$ cat config.mk
export PLATFORM = sky130hd
export DESIGN_NAME = serial_flash_status_regs
export DESIGN_NICKNAME = d
export VERILOG_FILES = /design/src/design/flash_status_pkg.sv /design/src/design/status_reset_sync.sv /design/src/design/status_byte_shifter.sv /design/src/design/serial_flash_status_regs.sv
export SDC_FILE = /design/constraint.sdc
export NUM_CORES = 1
export LEC_CHECK = 0
export ABC_AREA = 1
export BUFFER_PORTS_ARGS = -buffer_cell sky130_fd_sc_hd__buf_2
export CORE_AREA = 3 3 74 62
export CTS_CLUSTER_SIZE = 14
export DETAILED_ROUTE_END_ITERATION = 10
export DIE_AREA = 0 0 77 65
export GPL_ROUTABILITY_DRIVEN = 0
export GPL_TIMING_DRIVEN = 0
export MAX_ROUTING_LAYER = met4
export PLACE_DENSITY = 0.85
export SLEW_MARGIN = 20
export SYNTH_ARGS = -nofsm -noshare
export SYNTH_HDL_FRONTEND = slang
export SYNTH_SLANG_ARGS = --single-unit
$ cat constraint.sdc
create_clock -name i_clk -period 2.3 [get_ports i_clk]
set_clock_uncertainty 0.2 [all_clocks]
set_input_delay 0.345 -clock i_clk [delete_from_list [all_inputs] [get_ports i_clk]]
set_output_delay 0.345 -clock i_clk [all_outputs]
set_load 0.03 [all_outputs]
$ cat src/design/flash_status_pkg.sv
// Constants, command codes and field layout of the status register bank
// Overview of operation
// - Busy flag S0 rises while program, erase, status write or security op runs.
// - While busy, only status reads and suspend are obeyed.
// - Busy clears when the running operation reports completion.
// - Write enable latch S1 sets after a write enable command.
// - Latch clears at power-up, write disable and every program, erase or status write.
// - Block protect field S5..S2 is read/write through status write.
// - Block protect field resets to zero: nothing protected.
// - Top/bottom select picks top (0) or bottom (1); default 0.
// - Top/bottom select changes only when lock and enable latch allow.
// - Complement protect S14, default 0, inverts the protected region.
// - Status lock S8 at 1 refuses status writes until power cycle.
// - Paused flag S15 sets on suspend, clears on resume or power cycle.
// - Security lock bits S13..S11 default 0, settable once, cleared only by power-on reset.
// - Active address width reads 0 in three-byte mode, 1 in four-byte.
// - Boot address width used at init and soft reset, written by enabled status write.
// - Boot width 0 starts three-byte mode; 1 starts four-byte mode.
// - Scheme select 0 uses protect fields, 1 uses individual block locks.
// - All individual block locks are set at power-on and every reset.
// - Output strength 00 full, 01 3/4, 10 half, 11 quarter; default 11.
// - Reserved bits ignore writes and read as zero.
// - Status writes need status lock clear and write enable latch set.
package flash_status_pkg;

    typedef enum logic [3:0] {
        CMD_NONE      = 4'b0000,
        CMD_WREN      = 4'b0001,
        CMD_WRDI      = 4'b0010,
        CMD_RDSR      = 4'b0011,
        CMD_WRSR      = 4'b0100,
        CMD_PROG      = 4'b0101,
        CMD_QPROG     = 4'b0110,
        CMD_ERASE     = 4'b0111,
        CMD_SEC_PROG  = 4'b1000,
        CMD_SEC_ERASE = 4'b1001,
        CMD_SUSPEND   = 4'b1010,
        CMD_RESUME    = 4'b1011,
        CMD_EN4B      = 4'b1100,
        CMD_EX4B      = 4'b1101,
        CMD_SOFT_RST  = 4'b1110
    } cmd_t;

    typedef enum logic [1:0] {
        SEL_ONE   = 2'b00,
        SEL_TWO   = 2'b01,
        SEL_THREE = 2'b10
    } reg_sel_t;

    // Byte one layout
    localparam int BIT_BUSY    = 0;
    localparam int BIT_WEL     = 1;
    localparam int BP_LSB      = 2;
    localparam int BP_MSB      = 5;
    localparam int BIT_TB      = 6;
    // Byte two layout (bit within the byte)
    localparam int BIT_SRL     = 0;
    localparam int LB_LSB      = 3;
    localparam int LB_MSB      = 5;
    localparam int BIT_CMP     = 6;
    localparam int BIT_SUS     = 7;
    // Byte three layout
    localparam int BIT_ADS     = 0;
    localparam int BIT_ADP     = 1;
    localparam int BIT_WPS     = 2;
    localparam int DRV_LSB     = 5;
    localparam int DRV_MSB     = 6;

    localparam int BYTE_W      = 8;
    localparam int BP_W        = 4;
    localparam int LB_W        = 3;
    localparam int DRV_W       = 2;

    localparam logic [BP_W-1:0]  BP_RESET  = 4'h0;
    localparam logic [LB_W-1:0]  LB_RESET  = 3'h0;
    localparam logic [DRV_W-1:0] DRV_RESET = 2'h3;
    localparam logic             TB_RESET  = 1'b0;
    localparam logic             CMP_RESET = 1'b0;
    localparam logic             WPS_RESET = 1'b0;
    localparam logic             ADP_RESET = 1'b0;
    localparam logic [BYTE_W-1:0] BYTE_ZERO = 8'h00;
    localparam logic [2:0]        BIT_CNT_LAST = 3'h7;

endpackage

$ cat src/design/status_reset_sync.sv
// Two-stage release synchroniser for the active-low reset
module status_reset_sync (
    input  wire logic i_clk,    // System clock
    input  wire logic i_rst_n,  // Asynchronous reset, active low
    output logic      o_rst_n   // Synchronised reset, active low
);
    logic meta_q;
    logic sync_q;

    always_ff @(posedge i_clk or negedge i_rst_n) begin
        if (!i_rst_n) begin
            meta_q <= 1'b0;
            sync_q <= 1'b0;
        end else begin
            meta_q <= 1'b1;
            sync_q <= meta_q;
        end
    end

    assign o_rst_n = sync_q;
endmodule

$ cat src/design/status_byte_shifter.sv
// Loads one status byte and shifts it out most significant bit first
module status_byte_shifter
    import flash_status_pkg::*;
(
    input  wire logic                             i_clk,     // System clock
    input  wire logic                             i_rst_n,   // Synchronised reset, active low
    input  wire logic                             i_load,    // Load pulse
    input  wire logic [flash_status_pkg::BYTE_W-1:0] i_byte, // Byte to send
    input  wire logic                             i_shift,   // Advance one bit
    output logic                                  o_sdo,     // Serial data bit
    output logic                                  o_active   // Byte in flight
);
    logic [BYTE_W-1:0] sh_q, sh_d;
    logic [2:0]        cnt_q, cnt_d;
    logic              act_q, act_d;

    always_comb begin
        sh_d  = sh_q;
        cnt_d = cnt_q;
        act_d = act_q;
        if (i_load) begin
            sh_d  = i_byte;
            cnt_d = 3'h0;
            act_d = 1'b1;
        end else if (i_shift && act_q) begin
            sh_d = {sh_q[BYTE_W-2:0], 1'b0};
            cnt_d = cnt_q + 3'h1;
            if (cnt_q == BIT_CNT_LAST) begin
                act_d = 1'b0;
            end
        end
    end

    always_ff @(posedge i_clk or negedge i_rst_n) begin
        if (!i_rst_n) begin
            sh_q  <= BYTE_ZERO;
            cnt_q <= 3'h0;
            act_q <= 1'b0;
        end else begin
            sh_q  <= sh_d;
            cnt_q <= cnt_d;
            act_q <= act_d;
        end
    end

    assign o_sdo    = sh_q[BYTE_W-1];
    assign o_active = act_q;
endmodule

$ cat src/design/serial_flash_status_regs.sv
// Status and configuration register bank of one flash die
module serial_flash_status_regs
    import flash_status_pkg::*;
(
    input  wire logic                                i_clk,        // 50 MHz clock
    input  wire logic                                i_rst_n,      // Power-on reset, active low
    input  wire logic                                i_cmd_valid,  // Decoded command strobe
    input  wire flash_status_pkg::cmd_t              i_cmd,        // Decoded command
    input  wire flash_status_pkg::reg_sel_t          i_reg_sel,    // Status byte selected
    input  wire logic [flash_status_pkg::BYTE_W-1:0] i_wr_data,    // Status write byte
    input  wire logic                                i_op_done,    // Engine finished pulse
    input  wire logic                                i_shift,      // Serial bit enable
    output logic                                     o_cmd_taken,  // Command accepted pulse
    output logic                                     o_cmd_ignored,// Command dropped pulse
    output logic                                     o_op_start,   // Start engine pulse
    output logic                                     o_lock_preset,// Set all block locks pulse
    output logic [flash_status_pkg::BYTE_W-1:0]      o_rd_data,    // Last byte read
    output logic                                     o_sdo,        // Serial status bit
    output logic                                     o_sdo_active, // Byte being shifted
    output logic                                     o_busy,       // Operation running
    output logic                                     o_wel,        // Write enable latch
    output logic [flash_status_pkg::BP_W-1:0]        o_bp,         // Block protect field
    output logic                                     o_tb,         // Top/bottom select
    output logic                                     o_cmp,        // Complement protect
    output logic                                     o_srl,        // Status lock
    output logic                                     o_sus,        // Paused op flag
    output logic [flash_status_pkg::LB_W-1:0]        o_sec_lock,   // Security lock bits
    output logic                                     o_ads,        // Four-byte mode active
    output logic                                     o_adp,        // Boot in four-byte mode
    output logic                                     o_wps,        // Block-lock scheme
    output logic [flash_status_pkg::DRV_W-1:0]       o_drv         // Output strength code
);
    import flash_status_pkg::*;

    logic rst_n;

    status_reset_sync u_rst (
        .i_clk   (i_clk),
        .i_rst_n (i_rst_n),
        .o_rst_n (rst_n)
    );

    // ****************************************************************
    // Register state
    // ****************************************************************
    logic              busy_q, busy_d;
    logic              wel_q, wel_d;
    logic [BP_W-1:0]   bp_q, bp_d;
    logic              tb_q, tb_d;
    logic              cmp_q, cmp_d;
    logic              srl_q, srl_d;
    logic              sus_q, sus_d;
    logic [LB_W-1:0]   lb_q, lb_d;
    logic              ads_q, ads_d;
    logic              adp_q, adp_d;
    logic              wps_q, wps_d;
    logic [DRV_W-1:0]  drv_q, drv_d;
    logic [BYTE_W-1:0] rd_q, rd_d;
    logic              taken_q, taken_d;
    logic              ign_q, ign_d;
    logic              start_q, start_d;
    logic              preset_q, preset_d;
    logic              first_q;

    logic [BYTE_W-1:0] byte_one;
    logic [BYTE_W-1:0] byte_two;
    logic [BYTE_W-1:0] byte_three;
    logic [BYTE_W-1:0] sel_byte;
    logic              rd_load;
    logic              wr_ok;
    logic              allowed;

    // Reserved bits read as zero
    always_comb begin
        byte_one                 = BYTE_ZERO;
        byte_one[BIT_BUSY]       = busy_q;
        byte_one[BIT_WEL]        = wel_q;
        byte_one[BP_MSB:BP_LSB]  = bp_q;
        byte_one[BIT_TB]         = tb_q;
        byte_two                 = BYTE_ZERO;
        byte_two[BIT_SRL]        = srl_q;
        byte_two[LB_MSB:LB_LSB]  = lb_q;
        byte_two[BIT_CMP]        = cmp_q;
        byte_two[BIT_SUS]        = sus_q;
        byte_three               = BYTE_ZERO;
        byte_three[BIT_ADS]      = ads_q;
        byte_three[BIT_ADP]      = adp_q;
        byte_three[BIT_WPS]      = wps_q;
        byte_three[DRV_MSB:DRV_LSB] = drv_q;
        case (i_reg_sel)
            SEL_ONE:   sel_byte = byte_one;
            SEL_TWO:   sel_byte = byte_two;
            SEL_THREE: sel_byte = byte_three;
            default:   sel_byte = BYTE_ZERO;
        endcase
    end

    assign wr_ok = wel_q && !srl_q;

    // While busy only reads and suspend get through
    always_comb begin
        if (!i_cmd_valid) begin
            allowed = 1'b0;
        end else if (busy_q) begin
            allowed = (i_cmd == CMD_RDSR) || (i_cmd == CMD_SUSPEND);
        end else begin
            case (i_cmd)
                CMD_NONE:      allowed = 1'b0;
                CMD_WRSR:      allowed = wr_ok;
                CMD_PROG,
                CMD_QPROG,
                CMD_ERASE,
                CMD_SEC_PROG,
                CMD_SEC_ERASE: allowed = wel_q;
                CMD_SUSPEND:   allowed = 1'b0;
                CMD_RESUME:    allowed = sus_q;
                default:       allowed = 1'b1;
            endcase
        end
    end

    assign rd_load = allowed && (i_cmd == CMD_RDSR);

    // ****************************************************************
    // Next-state logic
    // ****************************************************************
    always_comb begin
        busy_d   = busy_q;
        wel_d    = wel_q;
        bp_d     = bp_q;
        tb_d     = tb_q;
        cmp_d    = cmp_q;
        srl_d    = srl_q;
        sus_d    = sus_q;
        lb_d     = lb_q;
        ads_d    = ads_q;
        adp_d    = adp_q;
        wps_d    = wps_q;
        drv_d    = drv_q;
        rd_d     = rd_load ? sel_byte : rd_q;
        taken_d  = allowed;
        ign_d    = i_cmd_valid && (i_cmd != CMD_NONE) && !allowed;
        start_d  = 1'b0;
        preset_d = first_q;
        if (busy_q && i_op_done) begin
            busy_d = 1'b0;
        end
        if (allowed) begin
            case (i_cmd)
                CMD_WREN: wel_d = 1'b1;
                CMD_WRDI: wel_d = 1'b0;
                CMD_PROG,
                CMD_QPROG,
                CMD_ERASE,
                CMD_SEC_PROG,
                CMD_SEC_ERASE: begin
                    busy_d  = 1'b1;
                    wel_d   = 1'b0;
                    start_d = 1'b1;
                end
                CMD_WRSR: begin
                    busy_d  = 1'b1;
                    wel_d   = 1'b0;
                    start_d = 1'b1;
                    case (i_reg_sel)
                        SEL_ONE: begin
                            bp_d = i_wr_data[BP_MSB:BP_LSB];
                            tb_d = i_wr_data[BIT_TB];
                        end
                        SEL_TWO: begin
                            srl_d = i_wr_data[BIT_SRL];
                            lb_d  = lb_q | i_wr_data[LB_MSB:LB_LSB];
                            cmp_d = i_wr_data[BIT_CMP];
                        end
                        SEL_THREE: begin
                            adp_d = i_wr_data[BIT_ADP];
                            wps_d = i_wr_data[BIT_WPS];
                            drv_d = i_wr_data[DRV_MSB:DRV_LSB];
                        end
                        default: ;
                    endcase
                end
                CMD_SUSPEND: begin
                    // Suspended engine idles, so the bus is free again
                    sus_d  = 1'b1;
                    busy_d = 1'b0;
                end
                CMD_RESUME: begin
                    sus_d   = 1'b0;
                    busy_d  = 1'b1;
                    start_d = 1'b1;
                end
                CMD_EN4B: ads_d = 1'b1;
                CMD_EX4B: ads_d = 1'b0;
                CMD_SOFT_RST: begin
                    // Soft reset: busy, enable latch, paused flag and address mode back to power-on; status lock, security locks and NV bits kept
                    busy_d   = 1'b0;
                    wel_d    = 1'b0;
                    sus_d    = 1'b0;
                    ads_d    = adp_q;
                    preset_d = 1'b1;
                end
                default: ;
            endcase
        end
    end

    // Boot mode is taken from the stored bit once after release
    always_ff @(posedge i_clk or negedge rst_n) begin
        if (!rst_n) begin
            first_q <= 1'b1;
        end else begin
            first_q <= 1'b0;
        end
    end

    always_ff @(posedge i_clk or negedge rst_n) begin
        if (!rst_n) begin
            busy_q   <= 1'b0;
            wel_q    <= 1'b0;
            bp_q     <= BP_RESET;
            tb_q     <= TB_RESET;
            cmp_q    <= CMP_RESET;
            srl_q    <= 1'b0;
            sus_q    <= 1'b0;
            lb_q     <= LB_RESET;
            ads_q    <= ADP_RESET;
            adp_q    <= ADP_RESET;
            wps_q    <= WPS_RESET;
            drv_q    <= DRV_RESET;
            rd_q     <= BYTE_ZERO;
            taken_q  <= 1'b0;
            ign_q    <= 1'b0;
            start_q  <= 1'b0;
            preset_q <= 1'b0;
        end else begin
            busy_q   <= busy_d;
            wel_q    <= wel_d;
            bp_q     <= bp_d;
            tb_q     <= tb_d;
            cmp_q    <= cmp_d;
            srl_q    <= srl_d;
            sus_q    <= sus_d;
            lb_q     <= lb_d;
            ads_q    <= first_q ? adp_q : ads_d;
            adp_q    <= adp_d;
            wps_q    <= wps_d;
            drv_q    <= drv_d;
            rd_q     <= rd_d;
            taken_q  <= taken_d;
            ign_q    <= ign_d;
            start_q  <= start_d;
            preset_q <= preset_d;
        end
    end

    // ****************************************************************
    // Serial read-out
    // ****************************************************************
    status_byte_shifter u_shift (
        .i_clk    (i_clk),
        .i_rst_n  (rst_n),
        .i_load   (rd_load),
        .i_byte   (sel_byte),
        .i_shift  (i_shift),
        .o_sdo    (o_sdo),
        .o_active (o_sdo_active)
    );

    assign o_cmd_taken   = taken_q;
    assign o_cmd_ignored = ign_q;
    assign o_op_start    = start_q;
    assign o_lock_preset = preset_q;
    assign o_rd_data     = rd_q;
    assign o_busy        = busy_q;
    assign o_wel         = wel_q;
    assign o_bp          = bp_q;
    assign o_tb          = tb_q;
    assign o_cmp         = cmp_q;
    assign o_srl         = srl_q;
    assign o_sus         = sus_q;
    assign o_sec_lock    = lb_q;
    assign o_ads         = ads_q;
    assign o_adp         = adp_q;
    assign o_wps         = wps_q;
    assign o_drv         = drv_q;
endmodule

# Yosys cells after proc, flatten, opt, wreduce, memory -nomap -nowiden
# Index checks and enable logic that the tools add are counted.
# totals
wordCells	96
register_bits	45
out_inout_bits	32
# classes
eq_ne	17
add_sub_neg	1
bitwise	1
muxes	23
n_reduce_logical	31
# ops
operator	n
$eq 4x4->1 const B	7
$pmux 8 s3	1
$eq 4x3->1 const B	4
$mux 8	2
$mux 1	13
$reduce_bool 2->1	5
$reduce_and 3->1	3
$eq 4x2->1 const B	2
$reduce_and 2->1	4
$reduce_bool 4->1	2
$reduce_or 8->1	1
$reduce_or 7->1	1
$logic_and 1x1->1	6
$mux 3	2
$pmux 1 s2	3
$reduce_or 2->1	3
$reduce_or 5->1	1
$eq 4x1->1 const B	1
$logic_not 4->1	1
$pmux 1 s4	1
$add 3x1->3 const B	1
$eq 3x3->1 const B	1
$or 3x3->3	1
$pmux 1 s3	1
5 further kinds	6

# Longest topological paths before layout
# depth
word_depth	8
mapped_depth	12

# Cells and area by module
# From an unflattened synthesis, not the netlist that was laid out.
# hier_totals
hier_cells	284
area_unflattened_um2	2334.7
# modules_own_cells
mod	instances	cells_per_inst	area_per_inst_um2	seq_area_each_um2
serial_flash_status_regs	1	202	1639.1	779.5
status_byte_shifter	1	79	641.9	300.3
status_reset_sync	1	3	53.8	50.0

# Least setup slack after synthesis
# Ideal clock, no wire load.
# synth_timing
path_kind	reg2reg
start	register busy_q (netlist: o_busy)
end	register u_shift.sh_q[6]
synth_period_minus_slack_ps	1797
path_stages_with_launch	10
t_arrival_ps	1480
setup_ps	117
path_slack_ps	503
cell_sequence	dfrtp_1 a21oi_1 nand2_1 nor2_1 nand3_4 nand3_4 buf_4 nand2_1 nand2_1 nand2_1
# synth_between
elab_chain_len	4
word_cells_on_any_way	5
# synth_lines
item	line	source
from (decl)	serial_flash_status_regs.sv:46	logic busy_q, busy_d;
from (signal assigned)	serial_flash_status_regs.sv:237	busy_q <= busy_d;
$mux 1 (*)	serial_flash_status_regs.sv:104	end else if (busy_q) begin
$mux 1 (*)	serial_flash_status_regs.sv:102	if (!i_cmd_valid) begin
$logic_and 1x1->1 (*)	serial_flash_status_regs.sv:122	assign rd_load = allowed && (i_cmd == CMD_RDSR);
$mux 8 or $reduce_bool 2->1 (tied branches)	-	
to (signal assigned)	status_byte_shifter.sv:36	sh_q <= BYTE_ZERO;
to (signal assigned)	status_byte_shifter.sv:40	sh_q <= sh_d;
to (decl)	status_byte_shifter.sv:13	logic [BYTE_W-1:0] sh_q, sh_d;
# Every way passes the cells marked *; elsewhere a longest branch is shown, timed or not.
# A chain may end at the register's enable or synchronous reset.

# Final worst setup path
# layout_timing
start	register busy_q (netlist: o_busy)
end	register u_shift.sh_q[4]
# Same word-level chain as after synthesis.

==> flow_summary.ini <==
[sta]
maxSlewViolCount = 0
grt_setup_unrepaired = false
min_period_ps = 1870
worstMarginPinSlew_ps = 686
hold_violations = 0
clock.fmax_mhz = 535
fin_ws_ps = 432
setup_viol_count_final = 0
fin_setup_tns_ps = 0
relSlewSlack_pct = 54.1
min_period_over_period_pct = 81.2
worst_hold_slack_ps = 12.1

[logic_synthesis]
yosysSeqAreaShare_pct = 49.9
synth_nets = 309
ys_async_sr_fraction_pct = 100
synth_enable_flop_cells = 0
yosys_warnings = 0
syn_avg_cell_area_sq_um = 7.86
post_synth_inst_count = 288
syn_area_sq_mm = 0.00226
synth_top_flop_cell = dfrtp_1
ys_ff_latch = 45
synth_cell_types = 34

[power]
switchingPower_mw = 0.851
swShare_pct = 37.9
p_per_area_mw_per_mm2 = 833
power_frac_seq_pct = 46.0
p_leak_nw = 1.58
intPower_mw = 1.40
power_frac_comb_pct = 31.3
clkPwrFrac_pct = 22.7
ir_worst_vdd_mv = 0.467

[route]
drt_iter0_drc = 175
vias_per_cell = 5.09
drc = 0
num_vias = 2045
finalWirelength_mm = 5.05
route.detailed.wl_per_inst_microns = 12.6
dr.pass1.iters = 5
ant_nets = 0

[setup_path]
r2r-start = o_busy$_DFF_PN0_
path_class = reg -> reg
crit_fanout = 10
cp-end-kind = flop
arrival_ps = 1880
startpoint = o_busy$_DFF_PN0_
r2r_cells = 9
required_ps = 2320
start_kind = flop

[cts]
path_clk_slew_ps = 90
root_buffer = clkbuf_8
clk_latency_ps = 320
clockBufferDepth = 2
tritoncts = done
numClockSinks = 45
cts_buffers = 5
postCtsSetupBuffers = 0
h-tree-depth = 2

[layout]
layout_commonest_cell = nand2_1
mostFrequentLayoutCells = nand2_1, buf_2, dfrtp_1
area_delta_synth_final_pct = 19.2
layout-drive-gt1-share_pct = 24.5
fin_nets = 367
num_antenna_cells = 0

[run]
cap_viol_max_count = 0

[grt]
grt_use_total_pct = 23.7
grt_max_degree = 26
antenna_found_initial = 0
grt_pass1_vias = 1952
grt_overflow_total = 0
grt_pass1_wl_mm = 8.94

[floorplanning]
num_io_pins = 51
die_area_sq_mm = 0.00501
initial_utilization_pct = 59.2
num_rows = 20
coreArea_sq_mm = 0.00383
die_y_microns = 65
die_w_microns = 77

[place]
hpwl_mm = 3.70
place_ws_ps = 199
port_buffers = 49

[outcome]
status = completed

[worst_hold_path]
min-delay-path-class = reg -> async
stage by stage:
step	cell area [sq um]	cells	util [%]	power, mW
floorplan	2260	288	-	1.55
global placement	2580	392	67.4	1.71
detailed placement	2600	393	67.9	1.75
CTS	2700	402	70.5	2.26
global route	2700	402	70.5	2.40
finish	2700	402	70.5	2.25
final timing paths:
kind                                          endpoint  slack (ps)
setup reg to reg           u_shift.sh_q[4]$_DFFE_PN0P_         430
setup / recovery           u_shift.sh_q[4]$_DFFE_PN0P_         430
min in group i_clk                   o_adp$_DFFE_PN0P_          30
max in group asynchronous     o_rd_data[3]$_DFFE_PN0P_        1400
hold reg to reg              o_sec_lock[2]$_DFFE_PN0P_          10
hold / removal               o_sec_lock[2]$_DFFE_PN0P_          10
power groups by stage:
stage	clock network (mW)	logic, mW	registers (mW)
6_report	0.510	0.704	1.03
5_1_grt	0.557	0.789	1.05
4_1_cts	0.518	0.707	1.03
3_5_place_dp	0	0.697	1.05
3_3_place_gp	0	0.662	1.05
2_1_floorplan	0	0.364	1.19
registers in the layout, indices dropped and copies added, names as in the netlist, 2 cells and up:
| name | flops |
|---|---|
| o_sec_lock | 3 |
| u_shift.sh_q | 8 |
| o_rd_data | 8 |
| o_bp | 4 |
| o_drv | 2 |
| u_shift.cnt_q | 3 |
worst max-delay path: stages, from the launching register on:
cell	delay [ps]
dfrtp_1	440
a21oi_1	140
nand2_1	70
nor2_1	170
nand3_4	170
nand3_4	160
buf_4	200
nand3_1	90
nand2_1	90
inv_1	40
final cells by class:
class	instances	area [sq um]
multi-input cells	197	950
clock buffers	5	68.8
well taps	55	68.8
flip-flops and latches	45	1130
plain buffers	5	31.3
inverters	41	154
clock inverters	3	21.3
fillers	302	1130
repair buffers	51	275
synthesized netlist by cell type (3+ instances only):
cell     number  area [sq um]
a21oi_1       5          25.0
nand3_1      17          85.1
nor2_1       15          56.3
nand4_1       7          43.8
nand2_2       4          25.0
o21ai_0       9          45.0
dfstp_2       3          78.8
nor2_2        4          25.0
dfrtp_1      42          1050
inv_1        38           143
nand2_1     111           417
timing repair:
| item | CTS | global route |
|---|---|---|
| hold buffers | 1 | 0 |
| gates resized for setup | 0 | 0 |
| endpoints found under the hold margin | 2 | 0 |
metal layers:
layer	part of all wire [%]	global-route usage, %	vias up
met2	45	35.8	80
met4	1.5	8.00	0
met1	46	30.5	951
met3	7.3	7.64	9
li1	-	-	1005
met5	0	-	-
logic make-up after synthesis:
logic type	after synthesis	synth area share (%)
buffers and inverters	46	8.18
other	2	0.332
DFF	45	49.9
AOI/OAI and AO/OA	23	6.30
adders and majority gates	2	1.10
and+or+nand+nor	170	34.2
Note: power is estimated with default switching activity, not from simulation.
